===== config.mk =====
export PLATFORM = sky130hd
export DESIGN_NAME = rcs_top
export DESIGN_NICKNAME = d
export VERILOG_FILES = /design/src/inc/rcs_pkg.sv /design/src/hdl/rcs_top.sv
export SDC_FILE = /design/constraint.sdc
export NUM_CORES = 1
export LEC_CHECK = 0
export ABC_CLOCK_PERIOD_IN_PS = 3600
export BUFFER_PORTS_ARGS = -buffer_cell sky130_fd_sc_hd__buf_2
export CAP_MARGIN = 20
export CORE_MARGIN = 3
export CORE_UTILIZATION = 25
export DETAILED_ROUTE_END_ITERATION = 8
export PLACE_DENSITY = 0.5
export RECOVER_POWER = 25
export REMOVE_ABC_BUFFERS = 1
export SYNTH_ARGS = -nofsm -noshare
export SYNTH_HDL_FRONTEND = slang
export SYNTH_SLANG_ARGS = --single-unit

===== constraint.sdc =====
create_clock -name core_clk_in -period 3.6 [get_ports core_clk_in]
set_clock_uncertainty 0.15 [all_clocks]
set_input_delay 1.08 -clock core_clk_in [delete_from_list [all_inputs] [get_ports core_clk_in]]
set_output_delay 1.08 -clock core_clk_in [all_outputs]
set_load 0.1 [all_outputs]

===== src/inc/rcs_pkg.sv =====
// Purpose: shared constants of the timekeeping control/status block
// Assumes: byte-wide configuration bus, one clock
// Notes:   offsets are byte addresses on the configuration bus
package rcs_pkg;
   // configuration bus widths
   localparam int unsigned ADDR_W        = 8;
   localparam int unsigned DATA_W        = 8;
   // register map
   localparam logic [7:0]  COUNTER_BASE  = 8'h40;
   localparam logic [7:0]  MATCH_BASE    = 8'h48;
   localparam logic [7:0]  MATCHBIT_BASE = 8'h50;
   localparam logic [7:0]  CTRL_ADDR     = 8'h58;
   localparam logic [7:0]  CTRL_RESET    = 8'h00;
   localparam logic [7:0]  UNMAPPED_READ = 8'h00;
   // control field positions
   localparam int unsigned BIT_RTC_RST   = 7;
   localparam int unsigned BIT_CNT_EN    = 6;
   localparam int unsigned BIT_MATCH_EN  = 5;
   localparam int unsigned BIT_MODE_HI   = 4;
   localparam int unsigned BIT_MODE_LO   = 3;
   localparam int unsigned BIT_CLR_MATCH = 2;
   localparam int unsigned BIT_CLR_N     = 1;
   localparam int unsigned BIT_XTAL_SEL  = 0;
   // counter shape and timing counts
   localparam int unsigned COUNT_W       = 40;
   localparam int unsigned PRESCALE_DIV  = 128;
   localparam int unsigned START_EDGES   = 64;
   localparam int unsigned RELEASE_CYC   = 2;
endpackage


===== src/hdl/rcs_top.sv =====
// Purpose: control/status logic of a 40-bit prescaled real-time counter
// Assumes: crystal clock input is synchronous to core_clk_in; reads answer next cycle
// Notes:   registers are byte wide, reached over the configuration bus pins
// Functional notes
// - control bit 7 holds timekeeping in reset; release two bus clocks after clear
// - counter advances only with enable bit 6 set and reset bit clear
// - first increment after enable comes after 64 crystal rising edges
// - clearing enable stops prescaler, counter contents kept
// - preload of counter accepted only while counting disabled
// - match enable bit 5 drives both match outputs high on equality
// - match enable clear forces both match outputs low
// - bits 4:3, reset 00, drive the crystal mode output
// - bit 2 set clears counter synchronously on match, else counts on
// - clear on match suppressed when whole match register is zero
// - control bit 1 low clears counter to zero
// - bit 0 drives oscillator select; zero means fabric enable, mode ignored
// - select bit one enables oscillator with mode from mode field
// - crystal clock divided by 128 before incrementing counter
// - counter byte 0 reads live and captures the hold register; upper bytes read from the hold
`timescale 1ns/1ns
module rcs_top
#(
   parameter int unsigned CNT_W     = rcs_pkg::COUNT_W,
   parameter int unsigned PRE_DIV   = rcs_pkg::PRESCALE_DIV,
   parameter int unsigned FIRST_EDG = rcs_pkg::START_EDGES
)
(
   input  wire logic                       core_clk_in,
   input  wire logic                       rst_n_in,
   input  wire logic [rcs_pkg::ADDR_W-1:0] cfg_addr_in,
   input  wire logic [rcs_pkg::DATA_W-1:0] cfg_wdata_in,
   input  wire logic                       cfg_wen_in,
   input  wire logic                       cfg_ren_in,
   output logic      [rcs_pkg::DATA_W-1:0] cfg_rdata_out,
   input  wire logic                       crystal_count_clock_in,
   output logic                            fabric_match_out,
   output logic                            power_monitor_match_out,
   output logic      [1:0]                 osc_mode_out,
   output logic                            osc_select_out
);
   import rcs_pkg::*;

   localparam int unsigned NBYTES = CNT_W / 8;
   localparam int unsigned PRE_W  = $clog2(PRE_DIV);
   localparam logic [PRE_W-1:0] PRE_LAST  = PRE_W'(PRE_DIV - 1);
   localparam logic [PRE_W-1:0] PRE_START = PRE_W'(PRE_DIV - FIRST_EDG);
   localparam logic [1:0]       REL_LOAD  = 2'(RELEASE_CYC);

   // parameter sanity, refused at elaboration
   if ((CNT_W % 8) != 0 || CNT_W < 8 || CNT_W > 64)
   begin : g_bad_width
      $error("counter width must be 8..64 in whole bytes");
   end
   if (PRE_DIV < 2 || PRE_DIV > 65536 || (PRE_DIV & (PRE_DIV - 1)) != 0)
   begin : g_bad_div
      $error("prescale divisor must be a power of two up to 65536");
   end
   // helper counters below are 8 and 16 bits wide
   if (FIRST_EDG < 1 || FIRST_EDG > PRE_DIV || FIRST_EDG > 256)
   begin : g_bad_first
      $error("first-increment edge count must be 1..divisor, at most 256");
   end

   logic [7:0]       ctrl_q;
   logic [1:0]       rel_q;
   logic             rtc_busy;
   logic             running;
   logic             xtal_prev_q;
   logic             xtal_edge;
   logic [PRE_W-1:0] pre_q;
   logic             tick;
   logic [CNT_W-1:0] cnt_q;
   logic [CNT_W-1:0] match_q;
   logic [CNT_W-1:0] hold_q;
   logic             hit;
   logic             match_zero;
   logic             clr_cond;
   logic [4:0]       blk;
   logic [2:0]       idx;
   logic             idx_ok;
   logic             wr_cnt;
   logic             wr_match;
   logic             wr_ctrl;
   logic             rd_cnt0;
   logic [7:0]       rdata_d;
   logic [7:0]       rdata_q;
   logic [CNT_W-1:0] bits_eq;

   // address decode
   assign blk      = cfg_addr_in[7:3];
   assign idx      = cfg_addr_in[2:0];
   assign idx_ok   = (32'(idx) < NBYTES);
   assign wr_cnt   = cfg_wen_in && blk == COUNTER_BASE[7:3] && idx_ok;
   assign wr_match = cfg_wen_in && blk == MATCH_BASE[7:3] && idx_ok;
   assign wr_ctrl  = cfg_wen_in && cfg_addr_in == CTRL_ADDR;
   assign rd_cnt0  = cfg_ren_in && cfg_addr_in == COUNTER_BASE;

   // control register, all fields zero after reset
   always_ff @(posedge core_clk_in)
   begin
      if (!rst_n_in)
         ctrl_q <= CTRL_RESET;
      else if (wr_ctrl)
         ctrl_q <= cfg_wdata_in;
   end

   // timekeeping reset: held while bit 7 set, then two more cycles
   always_ff @(posedge core_clk_in)
   begin
      if (!rst_n_in)
         rel_q <= 2'h0;
      else if (ctrl_q[BIT_RTC_RST])
         rel_q <= REL_LOAD;
      else if (rel_q != 2'h0)
         rel_q <= rel_q - 2'h1;
   end

   assign rtc_busy = ctrl_q[BIT_RTC_RST] || (rel_q != 2'h0);
   assign running  = ctrl_q[BIT_CNT_EN] && !rtc_busy;

   // crystal rising-edge detect
   always_ff @(posedge core_clk_in)
   begin
      if (!rst_n_in)
         xtal_prev_q <= 1'b0;
      else
         xtal_prev_q <= crystal_count_clock_in;
   end

   assign xtal_edge = crystal_count_clock_in && !xtal_prev_q;

   // prescaler, parked so the first wrap needs the start edge count
   always_ff @(posedge core_clk_in)
   begin
      if (!rst_n_in || !running)
         pre_q <= PRE_START;
      else if (xtal_edge)
         pre_q <= pre_q + PRE_W'(1);
   end

   assign tick       = running && xtal_edge && (pre_q == PRE_LAST);
   assign hit        = (cnt_q == match_q);
   assign match_zero = (match_q == '0);
   assign clr_cond   = ctrl_q[BIT_CLR_MATCH] && hit && !match_zero;

   // the counter itself
   always_ff @(posedge core_clk_in)
   begin
      if (!rst_n_in || rtc_busy || !ctrl_q[BIT_CLR_N])
         cnt_q <= '0;
      else if (tick)
      begin
         if (clr_cond)
            cnt_q <= '0;
         else
            cnt_q <= cnt_q + CNT_W'(1);
      end
      else if (wr_cnt && !ctrl_q[BIT_CNT_EN])
         cnt_q[{idx, 3'h0} +: 8] <= cfg_wdata_in;
   end

   // match register, byte writable except while timekeeping reset holds it at zero
   always_ff @(posedge core_clk_in)
   begin
      if (!rst_n_in || rtc_busy)
         match_q <= '0;
      else if (wr_match)
         match_q[{idx, 3'h0} +: 8] <= cfg_wdata_in;
   end

   // hold register caught when the low counter byte is read
   always_ff @(posedge core_clk_in)
   begin
      if (!rst_n_in)
         hold_q <= '0;
      else if (rd_cnt0)
         hold_q <= cnt_q;
   end

   // match outputs registered, gated by the enable bit
   always_ff @(posedge core_clk_in)
   begin
      if (!rst_n_in)
      begin
         fabric_match_out        <= 1'b0;
         power_monitor_match_out <= 1'b0;
      end
      else
      begin
         fabric_match_out        <= ctrl_q[BIT_MATCH_EN] && hit;
         power_monitor_match_out <= ctrl_q[BIT_MATCH_EN] && hit;
      end
   end

   // oscillator controls straight from control flops
   assign osc_mode_out   = ctrl_q[BIT_MODE_HI:BIT_MODE_LO];
   assign osc_select_out = ctrl_q[BIT_XTAL_SEL];

   assign bits_eq = ~(cnt_q ^ match_q);

   // read mux
   always_comb
   begin
      rdata_d = UNMAPPED_READ;
      if (idx_ok && blk == COUNTER_BASE[7:3])
      begin
         if (idx == 3'h0)
            rdata_d = cnt_q[7:0];
         else
            rdata_d = hold_q[{idx, 3'h0} +: 8];
      end
      else if (idx_ok && blk == MATCH_BASE[7:3])
         rdata_d = match_q[{idx, 3'h0} +: 8];
      else if (idx_ok && blk == MATCHBIT_BASE[7:3])
         rdata_d = bits_eq[{idx, 3'h0} +: 8];
      else if (cfg_addr_in == CTRL_ADDR)
         rdata_d = ctrl_q;
   end

   // read data register, updated on each read strobe
   always_ff @(posedge core_clk_in)
   begin
      if (!rst_n_in)
         rdata_q <= UNMAPPED_READ;
      else if (cfg_ren_in)
         rdata_q <= rdata_d;
   end

   assign cfg_rdata_out = rdata_q;

   // helper: crystal edges seen since enable, for the first tick
   logic [7:0] edg_cnt_q;
   logic       first_q;
   always_ff @(posedge core_clk_in)
   begin
      if (!rst_n_in || !running)
      begin
         edg_cnt_q <= 8'h00;
         first_q   <= 1'b1;
      end
      else if (xtal_edge)
      begin
         if (edg_cnt_q != 8'hFF)
            edg_cnt_q <= edg_cnt_q + 8'h01;
         if (tick)
            first_q <= 1'b0;
      end
   end

   // helper: crystal edges since the previous increment
   logic [15:0] gap_q;
   always_ff @(posedge core_clk_in)
   begin
      if (!rst_n_in || !running || tick)
         gap_q <= 16'h0000;
      else if (xtal_edge && gap_q != 16'hFFFF)
         gap_q <= gap_q + 16'h0001;
   end

   a_rst_release: assert property (@(posedge core_clk_in) disable iff (!rst_n_in)
      $fell(ctrl_q[BIT_RTC_RST]) && !wr_ctrl |-> rtc_busy ##1 rtc_busy ##1 !rtc_busy)
      else $error("timekeeping reset release not two cycles");

   a_count_gate: assert property (@(posedge core_clk_in) disable iff (!rst_n_in)
      !ctrl_q[BIT_CNT_EN] && ctrl_q[BIT_CLR_N] && !rtc_busy && !wr_cnt |=> $stable(cnt_q))
      else $error("counter moved while disabled");

   a_preload_block: assert property (@(posedge core_clk_in) disable iff (!rst_n_in)
      ctrl_q[BIT_CNT_EN] && ctrl_q[BIT_CLR_N] && !rtc_busy && !tick |=> $stable(cnt_q))
      else $error("counter changed by a write while enabled");

   a_first_tick: assert property (@(posedge core_clk_in) disable iff (!rst_n_in)
      tick && first_q |-> edg_cnt_q == 8'(FIRST_EDG - 1))
      else $error("first increment at wrong edge count");

   a_match_high: assert property (@(posedge core_clk_in) disable iff (!rst_n_in)
      ctrl_q[BIT_MATCH_EN] && hit |=> fabric_match_out && power_monitor_match_out)
      else $error("match outputs not asserted on equality");

   a_match_low: assert property (@(posedge core_clk_in) disable iff (!rst_n_in)
      !ctrl_q[BIT_MATCH_EN] |=> !fabric_match_out && !power_monitor_match_out)
      else $error("match outputs high while disabled");

   a_clear_match: assert property (@(posedge core_clk_in) disable iff (!rst_n_in)
      tick && clr_cond && ctrl_q[BIT_CLR_N] |=> cnt_q == '0)
      else $error("counter not cleared on match");

   a_zero_noclear: assert property (@(posedge core_clk_in) disable iff (!rst_n_in)
      tick && match_zero && ctrl_q[BIT_CLR_N] |=> cnt_q == $past(cnt_q) + CNT_W'(1))
      else $error("counter cleared with zero match value");

   a_clear_low: assert property (@(posedge core_clk_in) disable iff (!rst_n_in)
      !ctrl_q[BIT_CLR_N] |=> cnt_q == '0)
      else $error("counter not cleared by clear bit");

   a_hold_read: assert property (@(posedge core_clk_in) disable iff (!rst_n_in)
      rd_cnt0 ##1 (cfg_ren_in && !rd_cnt0 && blk == COUNTER_BASE[7:3] && idx == 3'h1)
      |=> cfg_rdata_out == $past(cnt_q[15:8], 2))
      else $error("held counter byte differs from capture");

   a_prescale_div: assert property (@(posedge core_clk_in) disable iff (!rst_n_in)
      tick |-> pre_q == PRE_LAST && xtal_edge && (first_q || gap_q == 16'(PRE_DIV - 1)))
      else $error("increment off prescaler wrap");
endmodule


==> results.toml <==
[global_route]
grt_pass1_wl_mm = 55.01
grt_pass1_vias = 8320
antenna_found_initial = 1
track_usage = 0.1879
grt_max_degree = 61
overflow = 0

[worst_setup_path]
endpoint_kind = "flop"
worstSetupStartpoint = "cfg_addr_in[1]"
crit_fanout = 5
critPathLaunchType = "input port"
r2r_start = "cnt_q[1]"
critical_path_class = "input port to flop"
cp_data_arrival_time_ns = 3.40
cp.required_ns = 3.78

[hold_path]
holdCritStartpoint = "hold_q[11]"
hold_class = "flop to flop"

[place]
io_buffers = 33
place_congestion = 0.9694
dp_slack_ns = 0.06966
hpwl_mm = 26.63
placedInstanceArea_um2 = 9903

[sta]
tns_ns = 0
slew_headroom = 0.2219
rsz0062_at_grt = "false"
finalSetupViolations = 0
slew_violations = 0
tightest_slew_ns = 1.172
period_needed_ns = 3.221
hold_viol_final = 0
worst_slack_ns = 0.3791
fmax_mhz = 310.5
timing.final.crit_share = 0.8947

[pwr]
ir_worst_vdd_mv = 0.3054
p_leak_uw = 0.003654
p_per_area_nw_per_um2 = 380.7
power_uw = 4015

[route]
drt_iter0_drc = 1038
vias = 8937
ant_nets = 0
vias_per_cell = 5.617
drc = 0
wire_per_inst_um = 23.35
dr.pass1.iters = 6
wirelength_mm = 37.16

[yosys]
ys_ff_latch = 147
async_reset_ff_frac = 0
mappedNetlistArea_um2 = 9112
synth_compound_area_frac = 0.1999
synth_top_family_by_area = "simple AND/OR/NAND/NOR gates"
synth_ff_type = "dfxtp_1"
synth.mux.area_fraction = 0.08197
synth_edf_count = 0
yosys_warnings = 0
synth_xor_area_frac = 0.04696
synth_simple_gate_area_frac = 0.2756
avgSynthCellArea_um2 = 8.330
syn_inst = 1094
synth_cell_type_count = 83
synth_fa_ha_area_frac = 0.009611
ys_seq_area_frac = 0.3229

[cts]
hold_buffers = 0
cts_made_buffers = 17
cts_tree = "built"
cts_max_level = 4
postCtsSetupBuffers = 0
cts_max_path_buffers = 2
cts_resized = 0
insertion_delay_ns = 0.43
cts_root_buf = "clkbuf_16"
clk_pin_slew_ns = 0.07
clock-sinks = 147

[cells_and_area]
final_cell_mix = "nand2_1 (166), dfxtp_1 (147), nand3_1 (67)"
layout.nets = 1145
antenna_cells = 0
final_common_cell = "nand2_1"
stdcell_area_um2 = 10550
register_area_um2 = 2943
syn_to_final_growth_pct = 15.74
multi_input_area_um2 = 5598
drive_above_1_share = 0.1593
nFillCells = 3864
final_util = 0.2951

[die]
core_um2 = 35740
ios = 34
die_w_um = 196.9
dieArea_um2 = 38780
die_h_um = 196.9
num_rows = 69
initial_core_util = 0.2550

[status]
status = "completed"

[job]
cap_violations = 0
## area by class of cell
class | instances | share of cell area
flip-flops and latches | 147 | 0.2790
inverters | 10 | 0.003559
multi-input cells | 836 | 0.5308
repair buffers | 105 | 0.06774
well taps | 461 | 0.05469
clock inverters | 14 | 0.02349
clock buffers | 18 | 0.04069
## cells by family after synthesis
| group | after synthesis |
|---|---|
| and+or+nand+nor | 467 |
| AOI/OAI and AO/OA | 263 |
| DFF | 147 |
| buffers and inverters | 111 |
| muxes | 51 |
| xor gates and xnor gates | 48 |
| adders and majority gates | 7 |
## layer usage
layer  part of all wire  track usage  vias up
met5            0.00019            0        -
met4              0.032      0.06468        2
met3              0.068      0.03060       59
met2               0.45       0.2944      405
met1               0.45       0.2633     4373
li1                   -            -     4098
## path summary, 6_finish.rpt
check / depth (start not counted) / end / slack (ns)
worst max-delay path: 10 / cnt_q[13] / 0.38
worst min-delay path: 2 / hold_q[11] / 0.32
worst max register to register: 8 / cnt_q[38] / 0.73
worst min register to register: 2 / hold_q[11] / 0.32
## registers in the layout, summed over array words and instances (netlist names)
signal / count
cfg_rdata_out: 8
cnt_q: 40
ctrl_q: 8
hold_q: 40
match_q: 40
power_monitor_match_out: 1
pre_q: 7
rel_q: 2
xtal_prev_q: 1
## worst max-delay path, cell delays in order
cell and delay [ns]:
clkbuf_1 0.14, inv_1 0.08, ha_1 0.26, ha_1 0.40, nand2_1 0.12, nor3b_2 0.59
nand2_1 0.11, a31oi_1 0.26, o21ai_0 0.13, a211oi_1 0.22
## through the flow
| step | std cells | hold slack (ns) |
|---|---|---|
| after floorplan | 993 | 0.2782 |
| after CTS | 1591 | 0.3171 |
| final | 1591 | 0.3173 |
| after detailed placement | 1559 | 0.3077 |
| after global placement | 1559 | 0.3000 |
| after global routing | 1591 | 0.3398 |
## synthesized netlist by cell type, types with 8 or more instances
master | instances | area (um2)
clkbuf_1 | 52 | 195.2
nor3_1 | 20 | 100.1
and3_1 | 27 | 168.9
nor4_1 | 30 | 187.7
mux2i_1 | 27 | 270.3
o211ai_1 | 9 | 67.56
xnor2_1 | 16 | 140.1
a22oi_1 | 21 | 157.7
nand2_1 | 166 | 623.1
a21boi_0 | 49 | 367.9
and4_1 | 12 | 105.1
o21ai_0 | 33 | 165.2
buf_2 | 22 | 110.1
xor2_1 | 31 | 271.5
nor2_1 | 47 | 176.4
dfxtp_1 | 147 | 2943
inv_1 | 8 | 30.03
a31oi_1 | 30 | 187.7
nand4_1 | 25 | 156.4
a21oi_1 | 54 | 270.3
nand3_1 | 67 | 335.3
mux4_2 | 17 | 382.9
## where the power goes
group          internal (uW)  switching (uW)  total (uW)
clock                   1320             790        2110
sequential              1630            2.74        1630
combinational           75.5             199         274
(Power assumes the default switching activity.)
